### config.mk
export PLATFORM = sky130hd
export DESIGN_NAME = picture_regs
export DESIGN_NICKNAME = d
export VERILOG_FILES = /design/src/hw/picture_regs_pkg.sv /design/src/hw/picture_regs.sv
export SDC_FILE = /design/constraint.sdc
export NUM_CORES = 1
export LEC_CHECK = 0
export BUFFER_PORTS_ARGS = -buffer_cell sky130_fd_sc_hd__buf_2
export CORE_MARGIN = 2
export CORE_UTILIZATION = 50
export DETAILED_ROUTE_END_ITERATION = 10
export GPL_ROUTABILITY_DRIVEN = 1
export PLACE_DENSITY = 0.76
export SYNTH_ARGS = -nofsm -noshare
export SYNTH_HDL_FRONTEND = slang
export SYNTH_SLANG_ARGS = --single-unit
export TNS_END_PERCENT = 1
### constraint.sdc
create_clock -name core_clk_in -period 2.8 [get_ports core_clk_in]
set_input_delay 0.14 -clock core_clk_in [delete_from_list [all_inputs] [get_ports core_clk_in]]
set_output_delay 0.14 -clock core_clk_in [all_outputs]
set_load 0.03 [all_outputs]
### src/hw/picture_regs_pkg.sv
package picture_regs_pkg;

    // Register indices (printed offsets are not all multiples of four: byte offset is index times four)
    localparam logic [7:0] IDX_LUMA_A = 8'h07;
    localparam logic [7:0] IDX_LUMA_B = 8'h08;
    localparam logic [7:0] IDX_BRIGHT = 8'h09;
    localparam logic [7:0] IDX_SAT = 8'h0a;
    localparam logic [7:0] IDX_HUE = 8'h0b;
    localparam logic [7:0] IDX_CONTRAST = 8'h0c;
    localparam logic [7:0] IDX_CODING = 8'h0d;
    localparam logic [7:0] IDX_NOTCH = 8'h0e;
    localparam logic [7:0] IDX_PINS = 8'h0f;
    localparam logic [7:0] IDX_CROP_HI = 8'h11;
    localparam logic [7:0] IDX_CROP_LO = 8'h12;
    localparam logic [7:0] IDX_MISC = 8'h13;

    // Reset values
    localparam logic [7:0] RST_LUMA_A = 8'h60;
    localparam logic [7:0] RST_LUMA_B = 8'h00;
    localparam logic [7:0] RST_BRIGHT = 8'h80;
    localparam logic [7:0] RST_SAT = 8'h80;
    localparam logic [7:0] RST_HUE = 8'h00;
    localparam logic [7:0] RST_CONTRAST = 8'h80;
    localparam logic [7:0] RST_CODING = 8'h47;
    localparam logic [7:0] RST_NOTCH = 8'h00;
    localparam logic [7:0] RST_PINS = 8'h08;
    localparam logic [7:0] RST_CROP_HI = 8'h00;
    localparam logic [7:0] RST_CROP_LO = 8'h00;
    localparam logic [7:0] RST_MISC = 8'h00;

    // Writable bit masks; other bits are reserved
    localparam logic [7:0] MASK_LUMA_B = 8'h4f;
    localparam logic [7:0] MASK_CODING = 8'h7f;
    localparam logic [7:0] MASK_NOTCH = 8'h03;
    localparam logic [7:0] MASK_PINS = 8'h5f;
    localparam logic [7:0] MASK_CROP_LO = 8'h03;
    localparam logic [7:0] MASK_MISC = 8'h80;

    // Field positions
    localparam int LA_DOUBLE = 7;
    localparam int LA_NO_PEDESTAL = 6;
    localparam int LA_RAW_HDR_OFF = 5;
    localparam int LA_VBLANK_BYPASS = 4;
    localparam int LB_TRAP = 6;
    localparam int PIN_A_LOCK = 6;
    localparam int PIN_B_LOCK = 4;
    localparam int PIN_FID_SEL = 3;
    localparam int PIN_VS_SEL = 2;
    localparam int PIN_GP_SEL = 1;
    localparam int PIN_CLK_SEL = 0;
    localparam int CD_RANGE = 6;
    localparam int CD_FORMAT = 5;
    localparam int MISC_GP_VERTICAL_BLANK_OUT = 7;

    localparam logic [7:0] DUMMY_HDR = 8'h40;
    localparam logic [1:0] RESP_OKAY = 2'b00;
    localparam logic [1:0] RESP_SLVERR = 2'b10;

    typedef enum logic [1:0] {
        LUMA_YCBCR,
        LUMA_DOUBLE
    } luma_mode_t;

    typedef enum logic [1:0] {
        PEAK_0,
        PEAK_HALF,
        PEAK_1,
        PEAK_2
    } peak_gain_t;

    typedef enum logic [1:0] {
        AGC_AUTO,
        AGC_FORCE_OFF,
        AGC_FORCE_ON
    } agc_mode_t;

    // Shared pin state inputs
    typedef struct packed {
        logic field_id;
        logic genlock;
        logic vsync;
        logic pal_line;
        logic hv_lock;
        logic irq;
        logic gp_line;
        logic vblank;
        logic sys_clk;
        logic pix_clk;
    } pin_sources_t;

    typedef struct packed {
        logic field_identity_out;
        logic vsync_pal_out;
        logic interrupt_request_out;
        logic clock_out;
    } pin_outputs_t;

    // Settings handed to the pixel pipeline
    typedef struct packed {
        luma_mode_t luma_mode;
        logic pedestal_present;
        logic raw_header_real;
        logic [7:0] header_byte;
        logic signed [3:0] luma_delay;
        logic trap_filter;
        peak_gain_t peak_gain;
        agc_mode_t agc_mode;
        logic [7:0] brightness;
        logic [7:0] saturation;
        logic signed [7:0] hue;
        logic [7:0] contrast;
        logic [7:0] y_min;
        logic [7:0] y_max;
        logic [7:0] c_min;
        logic [7:0] c_max;
        logic chroma_twos;
        logic [1:0] bypass_sel;
        logic [2:0] out_format;
        logic [1:0] notch_sel;
        logic signed [9:0] crop_start;
    } picture_cfg_t;

endpackage : picture_regs_pkg

### src/hw/picture_regs.sv
// Decided for this implementation: the AXI4-Lite interface to the registers.
module picture_regs (
    input wire logic core_clk_in,
    input wire logic resetn_in,
    input wire logic clk_en_in,
    input wire logic [7:0] s_axi_awaddr_in,
    input wire logic s_axi_awvalid_in,
    output logic s_axi_awready_out,
    input wire logic [31:0] s_axi_wdata_in,
    input wire logic [3:0] s_axi_wstrb_in,
    input wire logic s_axi_wvalid_in,
    output logic s_axi_wready_out,
    output logic [1:0] s_axi_bresp_out,
    output logic s_axi_bvalid_out,
    input wire logic s_axi_bready_in,
    input wire logic [7:0] s_axi_araddr_in,
    input wire logic s_axi_arvalid_in,
    output logic s_axi_arready_out,
    output logic [31:0] s_axi_rdata_out,
    output logic [1:0] s_axi_rresp_out,
    output logic s_axi_rvalid_out,
    input wire logic s_axi_rready_in,
    input wire logic secam_in,
    input wire logic vblank_window_in,
    input wire logic wide_notch_bit_in,
    input wire picture_regs_pkg::pin_sources_t pins_in,
    output picture_regs_pkg::picture_cfg_t cfg_out,
    output picture_regs_pkg::pin_outputs_t pins_out
);

    ////////////////////////////////////////////////////////////////////////
    logic [7:0] luma_a_reg, luma_b_reg, bright_reg, sat_reg, hue_reg, contrast_reg;
    logic [7:0] coding_reg, notch_reg, pins_reg, crop_hi_reg, crop_lo_reg, misc_reg;
    logic signed [9:0] crop_start_reg;
    logic [7:0] aw_addr_reg;
    logic [31:0] w_data_reg;
    logic [3:0] w_strb_reg;
    logic aw_full_reg, w_full_reg;
    logic [2:0] vblank_sync_reg;
    logic vblank_reg;
    logic [7:0] wsel_idx, rsel_idx;
    logic wr_fire, wr_hit, rd_hit;
    logic [7:0] wbyte, rbyte;

    assign wsel_idx = {2'b00, aw_addr_reg[7:2]};
    assign rsel_idx = {2'b00, s_axi_araddr_in[7:2]};
    assign wbyte = w_data_reg[7:0];
    assign wr_fire = aw_full_reg && w_full_reg && !s_axi_bvalid_out && w_strb_reg[0];

    ////////////////////////////////////////////////////////////////////////
    // Address and data may arrive in either order; each is held until both are in
    always_ff @(posedge core_clk_in or negedge resetn_in) begin
        if (!resetn_in) begin
            aw_full_reg <= 1'b0;
            w_full_reg <= 1'b0;
            aw_addr_reg <= 8'h00;
            w_data_reg <= 32'h0000_0000;
            w_strb_reg <= 4'h0;
            s_axi_bvalid_out <= 1'b0;
            s_axi_bresp_out <= picture_regs_pkg::RESP_OKAY;
            s_axi_awready_out <= 1'b0;
            s_axi_wready_out <= 1'b0;
        end else if (clk_en_in) begin
            s_axi_awready_out <= !aw_full_reg && !(s_axi_awvalid_in && s_axi_awready_out);
            s_axi_wready_out <= !w_full_reg && !(s_axi_wvalid_in && s_axi_wready_out);
            if (s_axi_awvalid_in && s_axi_awready_out) begin
                aw_full_reg <= 1'b1;
                aw_addr_reg <= s_axi_awaddr_in;
            end
            if (s_axi_wvalid_in && s_axi_wready_out) begin
                w_full_reg <= 1'b1;
                w_data_reg <= s_axi_wdata_in;
                w_strb_reg <= s_axi_wstrb_in;
            end
            if (aw_full_reg && w_full_reg && !s_axi_bvalid_out) begin
                s_axi_bvalid_out <= 1'b1;
                s_axi_bresp_out <= wr_hit ? picture_regs_pkg::RESP_OKAY : picture_regs_pkg::RESP_SLVERR;
                aw_full_reg <= 1'b0;
                w_full_reg <= 1'b0;
            end else if (s_axi_bvalid_out && s_axi_bready_in) begin
                s_axi_bvalid_out <= 1'b0;
            end
        end
    end

    always_comb begin
        case (wsel_idx)
            picture_regs_pkg::IDX_LUMA_A, picture_regs_pkg::IDX_LUMA_B, picture_regs_pkg::IDX_BRIGHT,
            picture_regs_pkg::IDX_SAT, picture_regs_pkg::IDX_HUE, picture_regs_pkg::IDX_CONTRAST,
            picture_regs_pkg::IDX_CODING, picture_regs_pkg::IDX_NOTCH, picture_regs_pkg::IDX_PINS,
            picture_regs_pkg::IDX_CROP_HI, picture_regs_pkg::IDX_CROP_LO, picture_regs_pkg::IDX_MISC:
                wr_hit = (aw_addr_reg[1:0] == 2'b00);
            default: wr_hit = 1'b0;
        endcase
    end

    ////////////////////////////////////////////////////////////////////////
    // Register file; only byte lane 0 carries data
    always_ff @(posedge core_clk_in or negedge resetn_in) begin
        if (!resetn_in) begin
            luma_a_reg <= picture_regs_pkg::RST_LUMA_A;
            luma_b_reg <= picture_regs_pkg::RST_LUMA_B;
            bright_reg <= picture_regs_pkg::RST_BRIGHT;
            sat_reg <= picture_regs_pkg::RST_SAT;
            hue_reg <= picture_regs_pkg::RST_HUE;
            contrast_reg <= picture_regs_pkg::RST_CONTRAST;
            coding_reg <= picture_regs_pkg::RST_CODING;
            notch_reg <= picture_regs_pkg::RST_NOTCH;
            pins_reg <= picture_regs_pkg::RST_PINS;
            crop_hi_reg <= picture_regs_pkg::RST_CROP_HI;
            crop_lo_reg <= picture_regs_pkg::RST_CROP_LO;
            misc_reg <= picture_regs_pkg::RST_MISC;
        end else if (clk_en_in && wr_fire && wr_hit) begin
            case (wsel_idx)
                picture_regs_pkg::IDX_LUMA_A: luma_a_reg <= wbyte;
                picture_regs_pkg::IDX_LUMA_B: luma_b_reg <= wbyte & picture_regs_pkg::MASK_LUMA_B;
                picture_regs_pkg::IDX_BRIGHT: bright_reg <= wbyte;
                picture_regs_pkg::IDX_SAT: sat_reg <= wbyte;
                picture_regs_pkg::IDX_HUE: hue_reg <= wbyte;
                picture_regs_pkg::IDX_CONTRAST: contrast_reg <= wbyte;
                picture_regs_pkg::IDX_CODING: coding_reg <= wbyte & picture_regs_pkg::MASK_CODING;
                picture_regs_pkg::IDX_NOTCH: notch_reg <= wbyte & picture_regs_pkg::MASK_NOTCH;
                picture_regs_pkg::IDX_PINS: pins_reg <= wbyte & picture_regs_pkg::MASK_PINS;
                picture_regs_pkg::IDX_CROP_HI: crop_hi_reg <= wbyte;
                picture_regs_pkg::IDX_CROP_LO: crop_lo_reg <= wbyte & picture_regs_pkg::MASK_CROP_LO;
                picture_regs_pkg::IDX_MISC: misc_reg <= wbyte & picture_regs_pkg::MASK_MISC;
                default: ;
            endcase
        end
    end

    always_ff @(posedge core_clk_in or negedge resetn_in) begin
        if (!resetn_in) begin
            crop_start_reg <= 10'sh000;
        end else if (clk_en_in && wr_fire && wr_hit && wsel_idx == picture_regs_pkg::IDX_CROP_LO) begin
            crop_start_reg <= {crop_hi_reg, wbyte[1:0]};
        end
    end

    ////////////////////////////////////////////////////////////////////////
    always_comb begin
        rd_hit = (s_axi_araddr_in[1:0] == 2'b00);
        case (rsel_idx)
            picture_regs_pkg::IDX_LUMA_A: rbyte = luma_a_reg;
            picture_regs_pkg::IDX_LUMA_B: rbyte = luma_b_reg;
            picture_regs_pkg::IDX_BRIGHT: rbyte = bright_reg;
            picture_regs_pkg::IDX_SAT: rbyte = sat_reg;
            picture_regs_pkg::IDX_HUE: rbyte = hue_reg;
            picture_regs_pkg::IDX_CONTRAST: rbyte = contrast_reg;
            picture_regs_pkg::IDX_CODING: rbyte = coding_reg;
            picture_regs_pkg::IDX_NOTCH: rbyte = notch_reg;
            picture_regs_pkg::IDX_PINS: rbyte = pins_reg;
            picture_regs_pkg::IDX_CROP_HI: rbyte = crop_hi_reg;
            picture_regs_pkg::IDX_CROP_LO: rbyte = crop_lo_reg;
            picture_regs_pkg::IDX_MISC: rbyte = misc_reg;
            default: begin
                rbyte = 8'h00;
                rd_hit = 1'b0;
            end
        endcase
    end

    always_ff @(posedge core_clk_in or negedge resetn_in) begin
        if (!resetn_in) begin
            s_axi_arready_out <= 1'b0;
            s_axi_rvalid_out <= 1'b0;
            s_axi_rdata_out <= 32'h0000_0000;
            s_axi_rresp_out <= picture_regs_pkg::RESP_OKAY;
        end else if (clk_en_in) begin
            s_axi_arready_out <= !s_axi_rvalid_out && !(s_axi_arvalid_in && s_axi_arready_out);
            if (s_axi_arvalid_in && s_axi_arready_out) begin
                s_axi_rvalid_out <= 1'b1;
                s_axi_rdata_out <= {24'h000000, rd_hit ? rbyte : 8'h00};
                s_axi_rresp_out <= rd_hit ? picture_regs_pkg::RESP_OKAY : picture_regs_pkg::RESP_SLVERR;
            end else if (s_axi_rvalid_out && s_axi_rready_in) begin
                s_axi_rvalid_out <= 1'b0;
            end
        end
    end

    ////////////////////////////////////////////////////////////////////////
    // Blanking window comes from another domain: three stages, change when last two agree
    always_ff @(posedge core_clk_in or negedge resetn_in) begin
        if (!resetn_in) begin
            vblank_sync_reg <= 3'b000;
            vblank_reg <= 1'b0;
        end else if (clk_en_in) begin
            vblank_sync_reg <= {vblank_sync_reg[1:0], vblank_window_in};
            if (vblank_sync_reg[2] == vblank_sync_reg[1]) begin
                vblank_reg <= vblank_sync_reg[2];
            end
        end
    end

    ////////////////////////////////////////////////////////////////////////
    always_ff @(posedge core_clk_in or negedge resetn_in) begin
        if (!resetn_in) begin
            cfg_out <= '0;
        end else if (clk_en_in) begin
            if (luma_a_reg[picture_regs_pkg::LA_DOUBLE]) begin
                cfg_out.luma_mode <= picture_regs_pkg::LUMA_DOUBLE;
            end else if (luma_a_reg[picture_regs_pkg::LA_VBLANK_BYPASS] && vblank_reg) begin
                cfg_out.luma_mode <= picture_regs_pkg::LUMA_DOUBLE;
            end else begin
                cfg_out.luma_mode <= picture_regs_pkg::LUMA_YCBCR;
            end
            cfg_out.pedestal_present <= !luma_a_reg[picture_regs_pkg::LA_NO_PEDESTAL];
            cfg_out.raw_header_real <= !luma_a_reg[picture_regs_pkg::LA_RAW_HDR_OFF];
            cfg_out.header_byte <= luma_a_reg[picture_regs_pkg::LA_RAW_HDR_OFF] ? picture_regs_pkg::DUMMY_HDR : 8'h00;
            // signed delay
            // Negative codes run from 1000 (-1) to 1111 (-8), not plain two's complement
            cfg_out.luma_delay <= luma_a_reg[3] ? $signed({1'b1, ~luma_a_reg[2:0]}) : $signed(luma_a_reg[3:0]);
            cfg_out.trap_filter <= luma_b_reg[picture_regs_pkg::LB_TRAP];
            cfg_out.peak_gain <= picture_regs_pkg::peak_gain_t'(luma_b_reg[3:2]);
            case (luma_b_reg[1:0])
                2'b10: cfg_out.agc_mode <= picture_regs_pkg::AGC_FORCE_OFF;
                2'b11: cfg_out.agc_mode <= picture_regs_pkg::AGC_FORCE_ON;
                default: cfg_out.agc_mode <= picture_regs_pkg::AGC_AUTO;
            endcase
            cfg_out.brightness <= bright_reg;
            cfg_out.saturation <= sat_reg;
            cfg_out.contrast <= contrast_reg;
            cfg_out.hue <= secam_in ? 8'sh00 : $signed(hue_reg);
            if (coding_reg[picture_regs_pkg::CD_RANGE]) begin
                cfg_out.y_min <= 8'h01;
                cfg_out.y_max <= 8'hfe;
                cfg_out.c_min <= 8'h01;
                cfg_out.c_max <= 8'hfe;
            end else begin
                cfg_out.y_min <= 8'h10;
                cfg_out.y_max <= 8'heb;
                cfg_out.c_min <= 8'h10;
                cfg_out.c_max <= 8'hf0;
            end
            cfg_out.chroma_twos <= coding_reg[picture_regs_pkg::CD_FORMAT];
            cfg_out.bypass_sel <= (coding_reg[4:3] == 2'b11) ? 2'b00 : coding_reg[4:3];
            // reserved formats fall back to embedded syncs
            cfg_out.out_format <= (coding_reg[2:0] == 3'b000) ? 3'b000 : 3'b111;
            cfg_out.notch_sel <= notch_reg[1:0];
            cfg_out.crop_start <= crop_start_reg;
        end
    end

    // Wide-notch bit lives in another register bank; the filter reads it directly

    ////////////////////////////////////////////////////////////////////////
    // Pin muxes; clocks pass through a flop, so the clock pin is a sampled copy
    always_ff @(posedge core_clk_in or negedge resetn_in) begin
        if (!resetn_in) begin
            pins_out <= '0;
        end else if (clk_en_in) begin
            if (pins_reg[picture_regs_pkg::PIN_FID_SEL]) begin
                pins_out.field_identity_out <= pins_in.genlock;
            end else begin
                pins_out.field_identity_out <= pins_reg[picture_regs_pkg::PIN_A_LOCK] ? pins_in.hv_lock
                                                                                       : pins_in.field_id;
            end
            if (!pins_reg[picture_regs_pkg::PIN_VS_SEL]) begin
                pins_out.vsync_pal_out <= pins_in.vsync;
            end else begin
                pins_out.vsync_pal_out <= pins_reg[picture_regs_pkg::PIN_B_LOCK] ? pins_in.hv_lock
                                                                                  : pins_in.pal_line;
            end
            if (!pins_reg[picture_regs_pkg::PIN_GP_SEL]) begin
                pins_out.interrupt_request_out <= pins_in.irq;
            end else begin
                pins_out.interrupt_request_out <= misc_reg[picture_regs_pkg::MISC_GP_VERTICAL_BLANK_OUT] ? pins_in.vblank
                                                                                            : pins_in.gp_line;
            end
            pins_out.clock_out <= pins_reg[picture_regs_pkg::PIN_CLK_SEL] ? pins_in.pix_clk : pins_in.sys_clk;
        end
    end

    logic unused_wide;
    assign unused_wide = wide_notch_bit_in;

endmodule : picture_regs

# After elaboration in Yosys (flattened, before gate mapping)
# Index checks and enable logic that the tools add are counted.
dict set report op_classes {
  eq_ne 28
  n_mux 30
  reduce_logical 54
  bitwise 1
}
# cell n
set op_table {}
lappend op_table {{$eq A6 B4 Y1 const B} 16}
lappend op_table {{$pmux W8 S12} 1}
lappend op_table {{$reduce_and A2 Y1} 21}
lappend op_table {{$eq A6 B5 Y1 const B} 6}
lappend op_table {{$mux W29} 1}
lappend op_table {{$reduce_or A12 Y1} 2}
lappend op_table {{$mux W1} 19}
lappend op_table {{$mux W8} 2}
lappend op_table {{$logic_and A1 B1 Y1} 15}
lappend op_table {{$eq A6 B3 Y1 const B} 2}
lappend op_table {{$logic_not A1 Y1} 9}
lappend op_table {{$reduce_bool A2 Y1} 4}
lappend op_table {{$mux W7} 1}
lappend op_table {{$eq A2 B2 Y1 const B} 3}
lappend op_table {{$mux W2} 3}
lappend op_table {{$logic_not A2 Y1} 2}
lappend op_table {{$mux W4} 1}
lappend op_table {{$pmux W2 S2} 1}
lappend op_table {{$logic_not A3 Y1} 1}
lappend op_table {{$mux W3} 1}
lappend op_table {{$not A3 Y3} 1}
lappend op_table {{$eq A1 B1 Y1} 1}
dict set report totals {
  ff_bits 228
  out_inout_bits 148
  in_bits 73
  word_cells 166
}

# Logic depth before layout (Yosys ltp)
dict set report depth {
  ltp_word 6
  mapped_depth 7
  depth_no_buf 5
}

# Worst setup path after synthesis
# No wires, ideal clock.
dict set report synth_timing {
  path_type {reg2reg}
  from {register s_axi_bvalid_out}
  to {register contrast_reg[0]}
  slack_ps 548
  path_stages_with_launch 7
  period_less_slack_ps 2252
  setup_ps 125
  n_path_buf 2
  t_arrival_ps 2126
  required_time_ps 2675
  cell_sequence {dfrtp_1 nand4b_4 or3_1 buf_6 or4b_1 buf_4 mux2_4}
}
dict set report synth_between {
  elab_chain_cells 6
}
# element line_no
set synth_lines {}
lappend synth_lines {{from (decl)} picture_regs.sv:14} ;# output logic s_axi_bvalid_out,
lappend synth_lines {{from (signal assigned)} picture_regs.sv:59} ;# s_axi_bvalid_out <= 1'b0;
lappend synth_lines {{from (signal assigned)} picture_regs.sv:76} ;# s_axi_bvalid_out <= 1'b1;
lappend synth_lines {{from (signal assigned)} picture_regs.sv:81} ;# s_axi_bvalid_out <= 1'b0;
lappend synth_lines {{$logic_not A1 Y1} picture_regs.sv:48} ;# assign wr_fire = aw_full_reg && w_full_reg && !s_axi_bvalid_out && w_strb_reg[0];
lappend synth_lines {{$logic_and A1 B1 Y1 (2 in series)} picture_regs.sv:48}
lappend synth_lines {{$logic_and A1 B1 Y1 (2 in series)} picture_regs.sv:113} ;# end else if (clk_en_in && wr_fire && wr_hit) begin
lappend synth_lines {{$reduce_and A2 Y1 (no line)} n/a}
lappend synth_lines {{to (signal assigned)} picture_regs.sv:106} ;# contrast_reg <= picture_regs_pkg::RST_CONTRAST;
lappend synth_lines {{to (signal assigned)} picture_regs.sv:120} ;# picture_regs_pkg::IDX_CONTRAST: contrast_reg <= wbyte;
lappend synth_lines {{to (decl)} picture_regs.sv:32} ;# logic [7:0] luma_a_reg, luma_b_reg, bright_reg, sat_reg, hue_reg, contrast_reg;
# Every way passes these cells.
# A chain may end at the register's enable or synchronous reset.

# Final worst setup path
dict set report layout_timing {
  from {register s_axi_bvalid_out}
  to {register hue_reg[2]}
}
dict set report layout_between {
  elab_chain_cells 6
}
# element line_no
set layout_lines {}
lappend layout_lines {{$logic_not A1 Y1} picture_regs.sv:48}
lappend layout_lines {{$logic_and A1 B1 Y1 (2 in series)} picture_regs.sv:48}
lappend layout_lines {{$logic_and A1 B1 Y1 (2 in series)} picture_regs.sv:113}
lappend layout_lines {{$reduce_and A2 Y1 (no line)} n/a}
lappend layout_lines {{to (signal assigned)} picture_regs.sv:105} ;# hue_reg <= picture_regs_pkg::RST_HUE;
lappend layout_lines {{to (signal assigned)} picture_regs.sv:119} ;# picture_regs_pkg::IDX_HUE: hue_reg <= wbyte;
lappend layout_lines {{to (decl)} picture_regs.sv:32}
# Every way passes these cells.

==> run_results.csv <==
group,metric,value,unit
run_status,status,"finished clean",
floorplanning,dieArea,17900,um2
sta,setup_viol,0,
finish,fillers,1323,
global_routing,grt_usage,0.227,
worst_setup_path,startpoint_type,"register",
worst_setup_path,cp_max_fo,8,
cts,cts_sinks,185,
route,vias_per_cell,5.36,
worst_setup_path,rr_endpoint,"hue_reg[2]",
sta,rsz0062_at_grt,"false",
sta,holdWs,34.3,ps
floorplanning,dieHeight,134,um
route,wire_per_inst,19.1,um
sta,final.min_clock_period,2310,ps
global_routing,grt_max_degree,78,
hold_path,whs_endpoint,"pins_out[0]",
global_routing,grt_pass1_wl,30600,um
synth,synthTopCellsByArea,"dfrtp_1 (52%), mux2_2 (19%), buf_4 (6.0%)",
synth,syn_area,8410,um2
sta,fin_skew,6.30,ps
cts,cts-htree-levels,4,
hold_path,hold_start,"pins_in[1]",
floorplanning,rows,47,
floorplanning,initial_core_util,0.509,
finish,nNetsFinal,861,
synth,yosysTopAreaCellShare,0.521,
hold_path,min_path_cells,3,
synth,avgSynthCellArea,13.3,um2
sta,period_share,0.826,
sta,drv_slew,0,
synth,synth_largest_area_cell,"dfrtp_1",
sta,hold_viol,0,
synth,yosysSeqAreaShare,0.552,
route,drt_iter0_drc,236,
synth,ys_ff_latch,185,
worst_setup_path,slowest_delay,620,ps
hold_path,hold_class,"input pin to register",
cts,clk_pin_slew,60,ps
route,num_vias,5471,
route,wl,19500,um
cts,clk_latency,430,ps
cts,cts_resized,0,
worst_setup_path,worstRegToRegCells,5,
worst_setup_path,rrSetupSlack,490,ps
worst_setup_path,cp_data_required_time,3120,ps
floorplanning,ioPinCount,221,
sta,max-slew-margin-rel,0.516,
synth,dominantRegCellSynth,"dfrtp_1",
synth,synthDistinctLibCells,48,
finish,syn_to_final_growth,17.8,%
sta,clock.fmax,432,MHz
route,ant_nets,0,
worst_setup_path,crit_slowest_cell,"nor4_4",
synth,synthCells,634,
worst_setup_path,cp.arrival,2630,ps
synth,ys_warn_count,0,
finish,final_cells,1021,
worst_setup_path,r2r-start,"s_axi_bvalid_out",
worst_setup_path,end_kind,"register",
route,drc,0,
cts,cts_hold_buf,21,
synth,synth-edff-count,0,
place,io_buffer_count,145,
run,cap_violations,0,
synth,yosysMostFrequentCell,"dfrtp_1",
sta,tns,0,ps
finish,largest_register_ff_count,64,
pwr,power.leakage,4.99,nW
cts,cts_root_buffer,"clkbuf_16",
pwr,powerDensity,695,nW/um2
cts,cts_setup_buffers,0,
global_routing,overflow,0,
cts,cts_tree,"done",
cts,cts.path.max_buffers,2,
route,drt_first_pass_iters,4,
finish,drive_gt1_frac,0.459,
global_routing,antenna_found_initial,0,
cts,cts_buffers,17,
global_routing,grt_pass1_vias,5502,
floorplanning,die_x,134,um
sta,tightestPinTransition,720,ps
place,dp_hpwl,14100,um
place,placedCellCount,968,
place,place.gp.congestion,0.931,
synth,synth_commonest_cells,"dfrtp_1 (175), mux2_2 (143), buf_4 (67)",
pwr,max-vdd-ir-drop,0.554,mV
finish,antenna_cells,0,
worst_setup_path,critPathKind,"register to register",
worst_setup_path,path_cells,"nand4b_4, or3_1, buf_4, nor4_4, mux2_2",
synth,async_flop_share,1.00,
floorplanning,core_area,16500,um2
## per-layer routing
layer,vias to the layer above,track usage,wire length [um],share of wire
met5,-,0,0,0
met4,0,0.0969,558,0.029
met3,33,0.0491,1140,0.058
met2,213,0.375,9510,0.49
met1,2769,0.291,8300,0.43
li1,2456,-,-,-
## worst max-delay path, delay by kind of cell (launching register included)
| family | cells | cell delay, ps |
|---|---|---|
| buffers and inverters | 1 | 200 |
| DFF | 1 | 400 |
| muxes | 1 | 420 |
| and+or+nand+nor | 3 | 1180 |
## cell families (layout without fill, tap and decap cells)
| group | after synthesis | count (layout) | synth area share |
|---|---|---|---|
| compound gates | 74 | 74 | 0.0566 |
| flops | 185 | 185 | 0.552 |
| buf+inv | 110 | 231 | 0.0799 |
| xor+xnor | 3 | 3 | 0.00313 |
| simple gates | 93 | 93 | 0.0726 |
| other cells | 1 | 47 | 0.000446 |
| mux | 168 | 168 | 0.235 |
## worst max-delay path by stage
stage	slack (ps)	end	cells past startpoint	startpoint
6_report	490	hue_reg[2]	5	s_axi_bvalid_out
3_3_place_gp	590	hue_reg[1]	5	s_axi_bvalid_out
3_5_place_dp	510	hue_reg[5]	5	s_axi_bvalid_out
4_1_cts	490	hue_reg[2]	5	s_axi_bvalid_out
2_1_floorplan	550	contrast_reg[0]	6	s_axi_bvalid_out
5_1_grt	340	hue_reg[2]	5	s_axi_bvalid_out
## power breakdown
group / leakage, nW / switching, W / internal [W]
logic: 2.27 / 0.000673 / 0.000460
registers: 2.44 / 0.000442 / 0.00296
clock network: 0.280 / 0.00101 / 0.00134
## through the flow
| step | utilization | instance area, um2 | worst slack, ps | power (W) |
|---|---|---|---|---|
| after floorplan | - | 8580 | 548 | 0.00416 |
| after global placement | 0.551 | 9100 | 588 | 0.00448 |
| after detailed placement | 0.551 | 9100 | 511 | 0.00455 |
| after CTS | 0.599 | 9900 | 493 | 0.00691 |
| after global routing | 0.599 | 9900 | 345 | 0.00715 |
| final | 0.599 | 9900 | 487 | 0.00688 |
## layout by cell type (no fill, tap or decap), types with 3 or more instances in the layout
cell	n
a21oi_1	21
a221oi_1	4
a22o_1	7
a22oi_1	12
a31oi_1	4
buf_2	143
buf_4	14
clkbuf_16	17
clkbuf_8	5
clkinv_2	3
clkinvlp_4	4
conb_1	47
dfrtp_1	175
dfstp_2	10
dlygate4sd3_1	21
inv_1	19
mux2_2	143
mux2_4	8
mux2i_1	11
mux4_2	6
nand2_1	18
nand2b_1	5
nand3_1	8
nand3b_1	13
nor2_1	17
nor2b_1	5
nor3_1	4
nor4_4	3
o21ai_0	18
xnor2_1	3
## area by class of cell
class	count	area, um2	share of cell area
flip-flops and latches	185	4640	0.469
multi-input cells	385	3260	0.330
repair buffers	180	1060	0.107
clock buffers	22	494	0.0499
well taps	220	275	0.0278
clock inverters	10	92.6	0.00935
inverters	19	71.3	0.00720
Power figures use the tool's default switching activity.
